[src/rtl/uart_pkg.sv]
package uart_pkg;
    // Byte addresses of the word registers
    localparam logic [7:0] ADDR_STATUS = 8'h00;
    localparam logic [7:0] ADDR_DATA   = 8'h04;
    localparam logic [7:0] ADDR_BAUD   = 8'h08;
    localparam logic [7:0] ADDR_CTRL_A = 8'h0C;
    localparam logic [7:0] ADDR_CTRL_B = 8'h10;
    localparam logic [7:0] ADDR_CTRL_C = 8'h14;
    // Status bit positions
    localparam int ST_CTS  = 9;
    localparam int ST_LIN  = 8;
    localparam int ST_TXE  = 7;
    localparam int ST_TXD  = 6;
    localparam int ST_RXF  = 5;
    localparam int ST_IDLE = 4;
    localparam int ST_ORE  = 3;
    localparam int ST_NOISE = 2;
    localparam int ST_FRAME = 1;
    localparam int ST_PAR  = 0;
    localparam logic [31:0] STATUS_RESET = 32'h0000_00C0;
    // Control register A fields
    localparam int CA_EN      = 13;
    localparam int CA_LEN9    = 12;
    localparam int CA_PAR_EN  = 10;
    localparam int CA_PAR_ODD = 9;
    localparam int CA_PAR_IE  = 8;
    localparam int CA_TXE_IE  = 7;
    localparam int CA_TXD_IE  = 6;
    localparam int CA_RXF_IE  = 5;
    localparam int CA_IDLE_IE = 4;
    localparam int CA_TX_EN   = 3;
    localparam int CA_RX_EN   = 2;
    localparam logic [15:0] CA_MASK = 16'h37FC;
    // Control register B fields
    localparam int CB_LIN_EN = 14;
    localparam int CB_LIN_IE = 6;
    localparam logic [15:0] CB_MASK = 16'h4040;
    // Control register C fields
    localparam int CC_ERR_IE = 0;
    localparam int CC_MP_DMA = 1;
    localparam int CC_FLOW   = 2;
    localparam int CC_CTS_IE = 3;
    // Widths and oversampling
    localparam int DATA_W = 9;
    localparam int BAUD_W = 16;
    localparam logic [3:0] TICK_LAST = 4'hF;
    localparam logic [3:0] TICK_V0   = 4'h7;
    localparam logic [3:0] TICK_V1   = 4'h8;
    localparam logic [3:0] TICK_V2   = 4'h9;
    localparam logic [3:0] BITS_8    = 4'h8;
    localparam logic [3:0] BITS_9    = 4'h9;
    localparam logic [7:0] IDLE_TICKS_8 = 8'hA0;
    localparam logic [7:0] IDLE_TICKS_9 = 8'hB0;
    localparam logic [16:0] OVERSAMPLE = 17'h00010;
    typedef enum logic [1:0] {
        LINE_IDLE  = 2'b00,
        LINE_START = 2'b01,
        LINE_DATA  = 2'b11,
        LINE_STOP  = 2'b10
    } line_state_e;
endpackage : uart_pkg

[src/rtl/baud_if.sv]
`timescale 1ns/1ps
interface baud_if;
    logic [15:0] divisor;
    logic        run;
    logic        tick;
    modport regs (output divisor, output run, input tick);
    modport gen  (input divisor, input run, output tick);
endinterface : baud_if

[src/rtl/uart_status_data_baud_regs.sv]
`timescale 1ns/1ps
module uart_status_data_baud_regs (
    input  wire logic        clk_in,
    input  wire logic        rst_n_in,
    input  wire logic [7:0]  addr_in,
    input  wire logic [31:0] wr_data_in,
    input  wire logic        wr_en_in,
    input  wire logic        rd_en_in,
    output logic      [31:0] rd_data_out,
    input  wire logic        rx_pin_in,
    input  wire logic        clear_to_send_low_in,
    output logic             tx_pin_out,
    output logic             irq_out
);
    baud_if bif ();
    logic [15:0] ctrl_a_r, ctrl_b_r, baud_r;
    logic [3:0]  ctrl_c_r;
    logic rx_s1_r, rx_s2_r, cts_s1_r, cts_s2_r, cts_prev_r;
    logic cts_flag_r, brk_flag_r, tx_empty_r, tx_done_r, rx_full_r;
    logic idle_r, ore_r, noise_r, frame_r, parity_r, seen_r;
    logic [8:0]  tx_buf_r, tx_sh_r, rx_sh_r, rx_data_r, rx_word;
    logic [3:0]  tx_tick_r, tx_bit_r, rx_tick_r, rx_bit_r, nbits;
    logic [1:0]  rx_smp_r;
    logic        rx_noise_r, idle_arm_r;
    logic [7:0]  idle_cnt_r;
    uart_pkg::line_state_e tx_state_r, rx_state_r;
    logic [31:0] status;
    logic wr_stat, wr_data, rd_stat, rd_data, seq_clr;
    logic en, len9, par_on, odd, tick, tx_load, tx_fin;
    logic maj, noisy, rx_smp, rx_done, stop_low, par_bad, idle_set;
    logic brk, cts_edge;
    logic [8:0] tx_word;

    // Bus decode and control fields
    assign wr_stat = wr_en_in && addr_in == uart_pkg::ADDR_STATUS;
    assign wr_data = wr_en_in && addr_in == uart_pkg::ADDR_DATA;
    assign rd_stat = rd_en_in && addr_in == uart_pkg::ADDR_STATUS;
    assign rd_data = rd_en_in && addr_in == uart_pkg::ADDR_DATA;
    assign seq_clr = rd_data && seen_r;
    assign en     = ctrl_a_r[uart_pkg::CA_EN];
    assign len9   = ctrl_a_r[uart_pkg::CA_LEN9];
    assign par_on = ctrl_a_r[uart_pkg::CA_PAR_EN];
    assign odd    = ctrl_a_r[uart_pkg::CA_PAR_ODD];
    assign nbits  = len9 ? uart_pkg::BITS_9 : uart_pkg::BITS_8;
    assign tick   = bif.tick;
    assign bif.divisor = baud_r;
    assign bif.run     = en;
    baud_tick_gen u_tick (
        .clk_in   (clk_in),
        .rst_n_in (rst_n_in),
        .bus      (bif)
    );
    // Parity takes the place of the top data bit
    always_comb
    begin
        tx_word = wr_data_in[8:0];
        if (par_on && len9)
            tx_word[8] = ^wr_data_in[7:0] ^ odd;
        else if (par_on)
            tx_word[7] = ^wr_data_in[6:0] ^ odd;
        if (!len9)
            tx_word[8] = 1'b0;
    end
    // Pins cross from outside: two flops before any use
    always_ff @(posedge clk_in or negedge rst_n_in)
    begin
        if (!rst_n_in)
        begin
            rx_s1_r    <= 1'b1;
            rx_s2_r    <= 1'b1;
            cts_s1_r   <= 1'b1;
            cts_s2_r   <= 1'b1;
            cts_prev_r <= 1'b1;
        end
        else
        begin
            rx_s1_r    <= rx_pin_in;
            rx_s2_r    <= rx_s1_r;
            cts_s1_r   <= clear_to_send_low_in;
            cts_s2_r   <= cts_s1_r;
            cts_prev_r <= cts_s2_r;
        end
    end
    assign cts_edge = ctrl_c_r[uart_pkg::CC_FLOW] && cts_s2_r != cts_prev_r;
    // Software registers; reserved bits are masked away
    always_ff @(posedge clk_in or negedge rst_n_in)
    begin
        if (!rst_n_in)
        begin
            ctrl_a_r <= 16'h0000;
            ctrl_b_r <= 16'h0000;
            ctrl_c_r <= 4'h0;
            baud_r   <= 16'h0000;
            tx_buf_r <= 9'h000;
        end
        else if (wr_en_in)
        begin
            case (addr_in)
                uart_pkg::ADDR_CTRL_A: ctrl_a_r <= wr_data_in[15:0]
                                                 & uart_pkg::CA_MASK;
                uart_pkg::ADDR_CTRL_B: ctrl_b_r <= wr_data_in[15:0]
                                                 & uart_pkg::CB_MASK;
                uart_pkg::ADDR_CTRL_C: ctrl_c_r <= wr_data_in[3:0];
                uart_pkg::ADDR_BAUD:   baud_r   <= wr_data_in[15:0];
                uart_pkg::ADDR_DATA:   tx_buf_r <= tx_word;
                default:               ;
            endcase
        end
    end
    // Transmitter; with flow control a frame waits for clear-to-send
    assign tx_load = en && ctrl_a_r[uart_pkg::CA_TX_EN] && !tx_empty_r
        && tx_state_r == uart_pkg::LINE_IDLE
        && !(ctrl_c_r[uart_pkg::CC_FLOW] && cts_s2_r);
    assign tx_fin = tick && tx_tick_r == uart_pkg::TICK_LAST
        && tx_state_r == uart_pkg::LINE_STOP;
    always_ff @(posedge clk_in or negedge rst_n_in)
    begin
        if (!rst_n_in)
        begin
            tx_state_r <= uart_pkg::LINE_IDLE;
            tx_sh_r    <= 9'h000;
            tx_tick_r  <= 4'h0;
            tx_bit_r   <= 4'h0;
            tx_pin_out <= 1'b1;
        end
        else if (!en)
        begin
            tx_state_r <= uart_pkg::LINE_IDLE;
            tx_pin_out <= 1'b1;
        end
        else
        begin
            tx_pin_out <= tx_state_r == uart_pkg::LINE_START ? 1'b0
                        : tx_state_r == uart_pkg::LINE_DATA  ? tx_sh_r[0]
                        : 1'b1;
            if (tx_load)
            begin
                tx_sh_r    <= tx_buf_r;
                tx_tick_r  <= 4'h0;
                tx_bit_r   <= 4'h0;
                tx_state_r <= uart_pkg::LINE_START;
            end
            else if (tick && tx_state_r != uart_pkg::LINE_IDLE)
            begin
                tx_tick_r <= tx_tick_r + 4'h1;
                if (tx_tick_r == uart_pkg::TICK_LAST)
                begin
                    case (tx_state_r)
                        uart_pkg::LINE_START:
                            tx_state_r <= uart_pkg::LINE_DATA;
                        uart_pkg::LINE_DATA:
                        begin
                            tx_sh_r  <= {1'b0, tx_sh_r[8:1]};
                            tx_bit_r <= tx_bit_r + 4'h1;
                            if (tx_bit_r == nbits - 4'h1)
                                tx_state_r <= uart_pkg::LINE_STOP;
                        end
                        default:
                            tx_state_r <= uart_pkg::LINE_IDLE;
                    endcase
                end
            end
        end
    end
    // Receiver votes three samples mid-bit; disagreement means noise
    assign maj   = (rx_smp_r[0] & rx_smp_r[1]) | (rx_smp_r[0] & rx_s2_r)
                 | (rx_smp_r[1] & rx_s2_r);
    assign noisy = !(rx_smp_r[0] == rx_s2_r && rx_smp_r[1] == rx_s2_r);
    assign rx_smp = tick && rx_tick_r == uart_pkg::TICK_V2;
    assign rx_done = rx_smp && rx_state_r == uart_pkg::LINE_STOP;
    assign stop_low = !maj;
    assign rx_word = len9 ? rx_sh_r : {1'b0, rx_sh_r[7:0]};
    assign par_bad = par_on && (^rx_word ^ odd);
    assign brk = ctrl_b_r[uart_pkg::CB_LIN_EN] && stop_low
        && rx_word == 9'h000;
    always_ff @(posedge clk_in or negedge rst_n_in)
    begin
        if (!rst_n_in)
        begin
            rx_state_r <= uart_pkg::LINE_IDLE;
            rx_tick_r  <= 4'h0;
            rx_bit_r   <= 4'h0;
            rx_sh_r    <= 9'h000;
            rx_smp_r   <= 2'b11;
            rx_noise_r <= 1'b0;
        end
        else if (!en || !ctrl_a_r[uart_pkg::CA_RX_EN])
            rx_state_r <= uart_pkg::LINE_IDLE;
        else if (tick)
        begin
            rx_tick_r <= rx_tick_r + 4'h1;
            if (rx_tick_r == uart_pkg::TICK_V0)
                rx_smp_r[0] <= rx_s2_r;
            if (rx_tick_r == uart_pkg::TICK_V1)
                rx_smp_r[1] <= rx_s2_r;
            if (rx_smp && rx_state_r != uart_pkg::LINE_IDLE && noisy)
                rx_noise_r <= 1'b1;
            case (rx_state_r)
                uart_pkg::LINE_IDLE:
                    if (!rx_s2_r)
                    begin
                        rx_state_r <= uart_pkg::LINE_START;
                        rx_tick_r  <= 4'h1;
                        rx_bit_r   <= 4'h0;
                        rx_sh_r    <= 9'h000;
                        rx_noise_r <= 1'b0;
                    end
                uart_pkg::LINE_START:
                    if (rx_smp && maj)
                        rx_state_r <= uart_pkg::LINE_IDLE; // False start
                    else if (rx_tick_r == uart_pkg::TICK_LAST)
                        rx_state_r <= uart_pkg::LINE_DATA;
                uart_pkg::LINE_DATA:
                begin
                    if (rx_smp)
                        rx_sh_r[rx_bit_r] <= maj;
                    if (rx_tick_r == uart_pkg::TICK_LAST)
                    begin
                        rx_bit_r <= rx_bit_r + 4'h1;
                        if (rx_bit_r == nbits - 4'h1)
                            rx_state_r <= uart_pkg::LINE_STOP;
                    end
                end
                default:
                    if (rx_smp) // Back to hunting for the next start
                        rx_state_r <= uart_pkg::LINE_IDLE;
            endcase
        end
    end
    // Idle watch arms after a frame so a quiet line reports only once
    assign idle_set = idle_arm_r && tick && rx_state_r == uart_pkg::LINE_IDLE
        && rx_s2_r && idle_cnt_r == (len9 ? uart_pkg::IDLE_TICKS_9
                                          : uart_pkg::IDLE_TICKS_8) - 8'h01;
    always_ff @(posedge clk_in or negedge rst_n_in)
    begin
        if (!rst_n_in)
        begin
            idle_cnt_r <= 8'h00;
            idle_arm_r <= 1'b0;
        end
        else if (rx_done || rx_state_r != uart_pkg::LINE_IDLE || !rx_s2_r)
        begin
            idle_cnt_r <= 8'h00;
            idle_arm_r <= idle_arm_r || rx_done;
        end
        else if (idle_set)
            idle_arm_r <= 1'b0;
        else if (tick && idle_arm_r)
            idle_cnt_r <= idle_cnt_r + 8'h01;
    end
    // Status flags: a hardware set wins over a software clear, except tx empty, where a data write beats tx_load
    always_ff @(posedge clk_in or negedge rst_n_in)
    begin
        if (!rst_n_in)
        begin
            {cts_flag_r, brk_flag_r, rx_full_r, idle_r} <= 4'h0;
            {ore_r, noise_r, frame_r, parity_r}         <= 4'h0;
            tx_empty_r <= uart_pkg::STATUS_RESET[uart_pkg::ST_TXE];
            tx_done_r  <= uart_pkg::STATUS_RESET[uart_pkg::ST_TXD];
            seen_r    <= 1'b0;
            rx_data_r <= 9'h000;
        end
        else
        begin
            cts_flag_r <= cts_edge || (cts_flag_r
                && !(wr_stat && !wr_data_in[uart_pkg::ST_CTS]));
            brk_flag_r <= (rx_done && brk) || (brk_flag_r
                && !(wr_stat && !wr_data_in[uart_pkg::ST_LIN]));
            // A new write is newer data than the one just loaded
            tx_empty_r <= !wr_data && (tx_empty_r || tx_load);
            tx_done_r <= (tx_fin && tx_empty_r) || (tx_done_r
                && !(wr_stat && !wr_data_in[uart_pkg::ST_TXD]));
            rx_full_r <= rx_done || (rx_full_r && !rd_data
                && !(wr_stat && !wr_data_in[uart_pkg::ST_RXF]));
            idle_r <= idle_set || (idle_r && !seq_clr);
            ore_r <= (rx_done && rx_full_r)
                || (ore_r && !seq_clr);
            noise_r <= (rx_done && (rx_noise_r || noisy))
                || (noise_r && !seq_clr);
            frame_r <= (rx_done && stop_low)
                || (frame_r && !seq_clr);
            parity_r <= (rx_done && par_bad)
                || (parity_r && !(seen_r && (rd_data || wr_data)));
            if (rx_done && !rx_full_r)
                rx_data_r <= rx_word;
            if (rd_stat)
                seen_r <= 1'b1;
            else if (rd_data || wr_data)
                seen_r <= 1'b0;
        end
    end
    assign status = {22'h000000, cts_flag_r, brk_flag_r, tx_empty_r,
                     tx_done_r, rx_full_r, idle_r, ore_r, noise_r, frame_r,
                     parity_r};
    // Read data stand for the one cycle after the strobe
    always_ff @(posedge clk_in or negedge rst_n_in)
    begin
        if (!rst_n_in)
            rd_data_out <= 32'h0000_0000;
        else if (rd_en_in)
        begin
            case (addr_in)
                uart_pkg::ADDR_STATUS: rd_data_out <= status;
                uart_pkg::ADDR_DATA:   rd_data_out <= {23'h000000, rx_data_r};
                uart_pkg::ADDR_BAUD:   rd_data_out <= {16'h0000, baud_r};
                uart_pkg::ADDR_CTRL_A: rd_data_out <= {16'h0000, ctrl_a_r};
                uart_pkg::ADDR_CTRL_B: rd_data_out <= {16'h0000, ctrl_b_r};
                uart_pkg::ADDR_CTRL_C: rd_data_out <= {28'h0000000, ctrl_c_r};
                default:               rd_data_out <= 32'h0000_0000;
            endcase
        end
        else
            rd_data_out <= 32'h0000_0000;
    end
    // One combined request; overrun moves to the error enable in DMA mode
    always_ff @(posedge clk_in or negedge rst_n_in)
    begin
        if (!rst_n_in)
            irq_out <= 1'b0;
        else
            irq_out <= (tx_empty_r && ctrl_a_r[uart_pkg::CA_TXE_IE])
                || (tx_done_r && ctrl_a_r[uart_pkg::CA_TXD_IE])
                || (rx_full_r && ctrl_a_r[uart_pkg::CA_RXF_IE])
                || (idle_r && ctrl_a_r[uart_pkg::CA_IDLE_IE])
                || (parity_r && ctrl_a_r[uart_pkg::CA_PAR_IE])
                || (brk_flag_r && ctrl_b_r[uart_pkg::CB_LIN_IE])
                || (cts_flag_r && ctrl_c_r[uart_pkg::CC_CTS_IE])
                || ((noise_r || frame_r)
                    && ctrl_c_r[uart_pkg::CC_ERR_IE])
                || (ore_r && (ctrl_c_r[uart_pkg::CC_MP_DMA]
                    ? ctrl_c_r[uart_pkg::CC_ERR_IE]
                    : ctrl_a_r[uart_pkg::CA_RXF_IE]));
    end
endmodule : uart_status_data_baud_regs

[src/rtl/baud_tick_gen.sv]
`timescale 1ns/1ps
module baud_tick_gen (
    input  wire logic clk_in,
    input  wire logic rst_n_in,
    baud_if.gen       bus
);
    logic [16:0] acc_r;
    logic [16:0] sum;
    logic [16:0] div;

    // Accumulator counts sixteenths of a clock against the divisor
    assign sum = acc_r + uart_pkg::OVERSAMPLE;
    assign div = {1'b0, bus.divisor};

    // Fractional divider; a divisor below one whole ticks every cycle
    always_ff @(posedge clk_in or negedge rst_n_in)
    begin
        if (!rst_n_in)
        begin
            acc_r    <= 17'h00000;
            bus.tick <= 1'b0;
        end
        else if (!bus.run)
        begin
            acc_r    <= 17'h00000;
            bus.tick <= 1'b0;
        end
        else if (div < uart_pkg::OVERSAMPLE)
        begin
            acc_r    <= 17'h00000;
            bus.tick <= 1'b1;
        end
        else if (sum >= div)
        begin
            acc_r    <= sum - div;
            bus.tick <= 1'b1;
        end
        else
        begin
            acc_r    <= sum;
            bus.tick <= 1'b0;
        end
    end
endmodule : baud_tick_gen

[config.mk]
export PLATFORM = sky130hd
export DESIGN_NAME = uart_status_data_baud_regs
export DESIGN_NICKNAME = d
export VERILOG_FILES = /design/src/rtl/uart_pkg.sv /design/src/rtl/baud_if.sv /design/src/rtl/uart_status_data_baud_regs.sv /design/src/rtl/baud_tick_gen.sv
export SDC_FILE = /design/constraint.sdc
export NUM_CORES = 1
export LEC_CHECK = 0
export BUFFER_PORTS_ARGS = -buffer_cell sky130_fd_sc_hd__clkbuf_2
export CAP_MARGIN = 20
export CORE_AREA = 2 2 127 129
export DETAILED_ROUTE_END_ITERATION = 7
export DIE_AREA = 0 0 129 131
export PLACE_DENSITY_LB_ADDON = 0.25
export SYNTH_ARGS = -nofsm -noshare
export SYNTH_HDL_FRONTEND = slang
export SYNTH_SLANG_ARGS = --single-unit
[constraint.sdc]
create_clock -name clk_in -period 3.3 [get_ports clk_in]
set_input_delay 0.33 -clock clk_in [delete_from_list [all_inputs] [get_ports clk_in]]
set_output_delay 0.33 -clock clk_in [all_outputs]
set_load 0.05 [all_outputs]
==> results of run 1 <==
worst register-to-register path: stages, from the launching register on:
cell and delay [ps]:
dfrtp_1 400, ha_1 280, nand3_1 120, xnor2_1 250, ha_1 350, a21oi_1 140, o21ai_0 220, a31o_2 320
o21a_1 230, buf_4 180, o21ai_0 270, o22ai_1 140
synthesized netlist by cell type, types with 5 or more instances:
master	count
o21ai_0	55
clkbuf_1	17
o211ai_1	5
a21oi_1	35
xor2_1	17
mux2_2	37
o21a_1	7
xnor2_1	27
nor2b_1	11
o22ai_1	6
a21o_1	5
nor2_1	40
dfrtp_1	143
nand3_1	38
dfstp_2	10
mux4_2	7
inv_1	45
mux2_1	12
and3_1	12
a22oi_1	6
buf_4	17
nand4_1	14
or3_1	7
nor3_1	16
mux2i_1	26
a31oi_1	11
ha_1	38
buf_2	9
nand2_1	77
nand2b_1	5
o31ai_1	7
where the power goes:
group          total, mW  internal, mW  leakage [nW]  switching [mW]
registers           2.23          2.05          2.04           0.174
logic               1.90         0.773          2.03            1.13
clock network       2.33          1.56         0.345           0.767
worst max-delay path by stage:
| stage | start | to | slack (ps) | cells past startpoint |
|---|---|---|---|---|
| floorplan | u_tick.acc_r[6] | u_tick.acc_r[12] | 670 | 11 |
| global placement | u_tick.acc_r[6] | u_tick.acc_r[13] | 300 | 9 |
| detailed placement | u_tick.acc_r[6] | u_tick.acc_r[13] | 270 | 9 |
| CTS | u_tick.acc_r[6] | u_tick.acc_r[13] | 260 | 9 |
| global route | u_tick.acc_r[5] | u_tick.acc_r[13] | 50 | 11 |
| finish | u_tick.acc_r[5] | u_tick.acc_r[13] | 270 | 11 |
cell families (layout without fill, tap and decap cells):
group	after synthesis	after routing
flops	153	153
other cells	1	16
mux	82	82
fa+ha+maj	39	39
compound gates	169	169
xor+xnor	44	44
simple gates	251	251
buf+inv	91	137
registers in the layout, summed over array words and instances (netlist names), 2 cells and up:
| register | flops |
|---|---|
| rx_tick_r | 4 |
| ctrl_a_r | 11 |
| rx_state_r | 2 |
| rx_data_r | 9 |
| tx_tick_r | 4 |
| tx_state_r | 2 |
| tx_buf_r | 9 |
| ctrl_b_r | 2 |
| tx_sh_r | 9 |
| rx_sh_r | 9 |
| baud_r | 16 |
| tx_bit_r | 4 |
| rx_bit_r | 4 |
| idle_cnt_r | 8 |
| u_tick.acc_r | 17 |
| ctrl_c_r | 4 |
| rd_data_out | 16 |
| rx_smp_r | 2 |
final cells by class:
cell class | instances | area (µm²) | area share [%]
flip-flops and latches | 153 | 3840 | 40.0
multi-input cells | 601 | 4250 | 44.2
clock inverters | 10 | 236 | 2.46
clock buffers | 22 | 474 | 4.94
inverters | 45 | 169 | 1.76
repair buffers | 60 | 359 | 3.74
well taps | 216 | 270 | 2.82
repair_timing:
item / CTS / global route
hold buffers: 3 / 0
endpoints found under the setup margin: 0 / 1
endpoints found under the hold margin: 36 / 0
buffers inserted: 0 / 0
resized for setup: 0 / 1
layout by cell type (no fill, tap or decap), types with 12 or more instances in the layout:
master	n
dfrtp_1	143
nand2_1	77
o21ai_0	55
clkbuf_2	46
inv_1	45
nor2_1	40
nand3_1	38
ha_1	38
mux2_2	37
a21oi_1	35
xnor2_1	27
mux2i_1	26
xor2_1	17
clkbuf_16	17
nor3_1	16
conb_1	16
nand4_1	14
and3_1	12
mux2_1	12
per-layer routing:
metal  vias to the layer above  share of wire [%]  GRT usage [%]
li1                       3043                  -              -
met1                      3138                 46           34.3
met2                       159                 47           39.5
met3                        37                4.4           4.11
met4                         0                2.8           10.2
met5                         -                  0              0
stage by stage:
| stage | instance area, µm² | utilization, % | setup slack, ps | cells | power, mW |
|---|---|---|---|---|---|
| 2_1_floorplan | 8500 | - | 672 | 845 | 3.63 |
| 3_3_place_gp | 8850 | 56.7 | 301 | 1072 | 4.10 |
| 3_5_place_dp | 8850 | 56.7 | 267 | 1072 | 4.12 |
| 4_1_cts | 9590 | 61.5 | 258 | 1107 | 6.45 |
| 5_1_grt | 9600 | 61.5 | 50.3 | 1107 | 6.78 |
| 6_report | 9600 | 61.5 | 267 | 1107 | 6.45 |
==> flow_metrics.tcl, run 1 <==
set metrics [dict create \
    holdPathStages 3 \
    via_count 6377 \
    synth-edff-count 0 \
    firstDrtPassIters 5 \
    setup_violations 0 \
    synth.ff_latch_count 153 \
    synthSimpleGateAreaFrac_pct 15.0 \
    whs_endpoint "ctrl_a_r[10]" \
    synth_top_family_by_area "simple AND/OR/NAND/NOR gates" \
    synth-compound-area-share_pct 12.6 \
    drive_gt1_share_pct 18.1 \
    ant_nets 0 \
    synth_xor_area_share_pct 4.56 \
    netlist.area_leader.share_pct 42.4 \
    tightest_slew_ps 827 \
    r2r-end "u_tick.acc_r[13]" \
    ir_drop_uv 468 \
    worstPathArrival_ps 3330 \
    reg2reg_slack_ps 270 \
    die_y_um 131 \
    grt_pass1_vias 6173 \
    syn_inst 830 \
    critPathBufInv 1 \
    slew_viol_final 0 \
    synth_area_leader_cell "dfrtp_1" \
    grt_overflow 0 \
    fp-row-count 46 \
    outcome "completed" \
    cts-buffers-inserted 17 \
    yosys.cell_types.count 68 \
    htree_num_levels 4 \
    drc 0 \
    min_from "wr_data_in[10]" \
    maxCapViolations 0 \
    clock_sinks 153 \
    path_class "reg -> reg" \
    cts-root-buf "clkbuf_16" \
    required_ps 3590 \
    synthAdderAreaFrac_pct 5.87 \
    cp_max_fo 9 \
    power.density_nw_per_um2 672 \
    diodes 0 \
    clk_latency_ps 420 \
    slowest_delay_ps 400 \
    synthMuxAreaShare_pct 11.5 \
    syn_area_um2 8440 \
    tns_ps 0 \
    yosysWarnings 0 \
    fin_crit_ps 3030 \
    drt_iter0_drc 568 \
    max-slew-margin-rel_pct 44.8 \
    crit_chain "ha_1, nand3_1, xnor2_1, ha_1, a21oi_1, o21ai_0, a31o_2, o21a_1, buf_4, o21ai_0, o22ai_1" \
    synth-seq-area-share_pct 45.5 \
    area_delta_synth_final_pct 13.7 \
    critPathLaunchType "flop" \
    avgViaCountPerCell 5.76 \
    synth_flop_cell "dfrtp_1" \
    grt_usage_pct 24.9 \
    path_clk_slew_ps 60 \
    gp_congestion 0.893 \
    clock_path_buffers 2 \
    nFillCells 1268 \
    finalWirelength_um 19700 \
    start_util_pct 54.1 \
    nets 963 \
    hold_slack_ps 122 \
    avgRoutedWirePerCell_um 17.8 \
    hold_viol 0 \
    synth_async_sr_flop_share_pct 100 \
    fin_skew_ps 7.71 \
    grt_max_degree 83 \
    leakage_nw 4.41 \
    grt_pass1_wl_um 32100 \
    place_hpwl_um 14200 \
    hold_class "in -> reg" \
    finalCritPeriodShare_pct 91.9 \
    max_freq_ghz 0.330 \
    antenna_found_initial 0 \
    dieArea_um2 16900 \
    cts_tree "done" \
    io_buffers 47 \
    endpoint_kind "flop" \
    core_um2 15600 \
    crit_slowest_cell "dfrtp_1" \
    die_w_um 129 \
    syn_avg_cell_area_um2 10.2 \
    r2r_cells 11 \
    io_pins 80 \
    crit_family "compound AO/OA/AOI/OAI gates" \
    rsz0062_at_grt "false" \
    synthTopCellsByArea "dfrtp_1, ha_1, mux2_2, nand2_1, o21ai_0" \
    reg2reg_from "u_tick.acc_r[5]" \
]
No activity file was read; power rests on OpenSTA's default activity.
==> inputs of run 2 (changes only) <==
--- a/config.mk
+++ b/config.mk
@@ -5,12 +5,14 @@
 export SDC_FILE = /design/constraint.sdc
 export NUM_CORES = 1
 export LEC_CHECK = 0
+export ABC_AREA = 1
 export BUFFER_PORTS_ARGS = -buffer_cell sky130_fd_sc_hd__clkbuf_2
 export CAP_MARGIN = 20
-export CORE_AREA = 2 2 127 129
+export CORE_AREA = 2 2 132 134
 export DETAILED_ROUTE_END_ITERATION = 7
-export DIE_AREA = 0 0 129 131
+export DIE_AREA = 0 0 134 136
 export PLACE_DENSITY_LB_ADDON = 0.25
+export SKIP_CTS_REPAIR_TIMING = 1
 export SYNTH_ARGS = -nofsm -noshare
 export SYNTH_HDL_FRONTEND = slang
 export SYNTH_SLANG_ARGS = --single-unit
==> run 2 against run 1 <==
  * Hold slack better by 26 ps
  * Maximum frequency increased by 2.6%
  * Combinational power decreased by 79%
  * Flip-flop and latch count stayed put
  * Critical endpoint is now u_tick.acc_r[16]
  * First-iteration DRC count rose by 34%
  * Clock power down 18%
  * Sequential power decreased by 13%
  * Final cell count increased by 32%
  * Largest power group is now registers
==> flow_metrics.tcl, run 2 <==
set metrics [dict create \
    maxCapViolations 0 \
    finalCritPeriodShare_pct 89.6 \
    fp-row-count 48 \
    synthTopCellsByArea "dfrtp_1, nand2_1, inv_1, ha_1, o21ai_0" \
    design_area_um2 10000 \
    syn_inst 1176 \
    ir_drop_uv 361 \
    hold_class "in -> reg" \
    p_int_mw 3.12 \
    finalWirelength_um 21300 \
    die_w_um 134 \
    setup_violations 0 \
    drc 0 \
    avgRoutedWirePerCell_um 14.6 \
    htree_num_levels 4 \
    p_switching_mw 1.14 \
    netlist.area_leader.share_pct 39.5 \
    tns_ps 0 \
    swShare_pct 26.7 \
    fin_crit_ps 2960 \
    worstPathArrival_ps 3300 \
    fin_skew_ps 10.2 \
    yosysWarnings 0 \
    die_y_um 136 \
    reg_top3 "u_tick.acc_r (17), baud_r (16), rd_data_out (16)" \
    drive_gt1_share_pct 11.2 \
    synth_async_sr_flop_share_pct 100 \
    final_cell_mix "nand2_1, inv_1, dfrtp_1, o21ai_0, nor2_1" \
    synth_area_leader_cell "dfrtp_1" \
    clock_sinks 153 \
    max-slew-margin-rel_pct 42.6 \
    dieArea_um2 18200 \
    power.density_nw_per_um2 426 \
    layout_commonest_cell "nand2_1" \
    clock_path_buffers 2 \
    critPathLaunchType "flop" \
    path_clk_slew_ps 60 \
    syn_avg_cell_area_um2 7.69 \
    start_util_pct 53.6 \
    avgViaCountPerCell 5.23 \
    slew_viol_final 0 \
    grt_overflow 0 \
    nets 1312 \
    core_um2 16900 \
    clk_latency_ps 430 \
    area_delta_synth_final_pct 10.6 \
    regMostFlops "u_tick.acc_r" \
    cts_tree "done" \
    io_buffers 47 \
    diodes 0 \
    gp_congestion 0.996 \
    endpoint_kind "flop" \
    synth-edff-count 0 \
    dpl_cell_area_um2 9390 \
    path_class "reg -> reg" \
    max_freq_ghz 0.338 \
    synth.most_common_cell "nand2_1" \
    rsz0062_at_grt "false" \
    synth-seq-area-share_pct 42.5 \
    hold_viol 0 \
    combPwrFrac_pct 9.2 \
    clock_power_share_pct 45.1 \
    cts-root-buf "clkbuf_16" \
    grt_pass1_wl_um 35100 \
    required_ps 3650 \
    leakage_nw 5.07 \
    grt_usage_pct 24.8 \
    grt_max_degree 79 \
    synth.ff_latch_count 153 \
    outcome "completed" \
    largest_register_ffs 17 \
    seqPwrFrac_pct 45.7 \
    grt_pass1_vias 6995 \
    via_count 7666 \
    synth_common_cells "nand2_1, inv_1, dfrtp_1, o21ai_0, nor2_1" \
    yosys.cell_types.count 53 \
    io_pins 80 \
    syn_area_um2 9050 \
    synth_flop_cell "dfrtp_1" \
    place_hpwl_um 16200 \
    tightest_slew_ps 860 \
    antenna_found_initial 0 \
    ant_nets 0 \
    drt_iter0_drc 761 \
    cp_max_fo 23 \
    dpl_worst_slack_ps 226 \
    fin_ws_ps 343 \
    firstDrtPassIters 5 \
    cts-buffers-inserted 17 \
]
run 2: changes by cell type after synthesis, sizes merged, moves of 11 or more:
| cell | delta |
|---|---|
| nand2 | +249 |
| inv | +138 |
| mux2 | -49 |
| o21ai | +48 |
| nor2 | +44 |
| nand3 | +32 |
| mux2i | -25 |
| xnor2 | -21 |
| a21oi | +19 |
| and3 | -12 |
| nor2b | -11 |
run 2: worst max-delay path, cell delays in order (launching register included):
cell     delay (ps)
dfrtp_1         450
ha_1            330
nand2_2         100
nor2_4          160
xor2_1          240
inv_1            70
ha_1            340
nand2_1         100
nor2_1          190
and2_1          160
nand2_1          70
nand2_1         100
nand2_4         170
nand2_4         190
nand2_1          70
a21oi_1         140
run 2: final cells by class:
class | count | area [µm²]
multi-input combinational | 816 | 4300
tap | 225 | 282
sequential | 153 | 3840
inverter | 184 | 691
timing repair buffer | 55 | 309
clock buffer | 19 | 453
clock inverter | 13 | 135
fill | 1583 | 6860
run 2: path summary, 6_finish.rpt:
kind | start | to | slack [ps] | cells after the start
worst max-delay path | u_tick.acc_r[4] | u_tick.acc_r[16] | 340 | 15
worst min-delay path | wr_data_in[15] | baud_r[15] | 150 | 3
worst max register to register | u_tick.acc_r[4] | u_tick.acc_r[16] | 340 | 15
worst min register to register | cts_s1_r | cts_s2_r | 360 | 0
max in group asynchronous | rst_n_in | cts_s1_r | 1960 | 3
min in group asynchronous | rst_n_in | tx_buf_r[0] | 480 | 2
run 2: logic make-up after synthesis:
group,Yosys count,share of synthesized area (%)
flip-flops,153,42.5
multiplexers,1,0.111
XOR/XNOR,28,2.71
AND/OR/NAND/NOR,536,25.9
buffers and inverters,222,10.7
AO/OA/AOI/OAI,196,12.6
adder cells (fa/ha/maj),39,5.48
other,1,0.0414
run 2: per-layer routing:
metal  up-vias  track usage (%)  part of all wire [%]
met5         -                0                     0
met4         0             7.92                   2.5
met3        38             4.10                   5.8
met2       211             38.9                    45
met1      3573             35.4                    47
li1       3844                -                     -
run 2: power by group through the flow:
stage	clock network (mW)	logic (mW)	registers [mW]
final	1.92	0.392	1.95
after global routing	2.03	0.438	1.95
after detailed placement	0	0.387	1.98
after global placement	0	0.382	1.98
after floorplan	0	0.258	1.98
after CTS	1.94	0.388	1.95
run 2: per-stage QoR:
stage	power, mW	util (%)	cells	hold slack (ps)
floorplan	2.24	-	1191	34.4
global placement	2.36	55.6	1430	347
detailed placement	2.37	55.6	1430	347
CTS	4.28	59.1	1462	-46.1
global route	4.42	59.3	1465	157
finish	4.26	59.3	1465	148
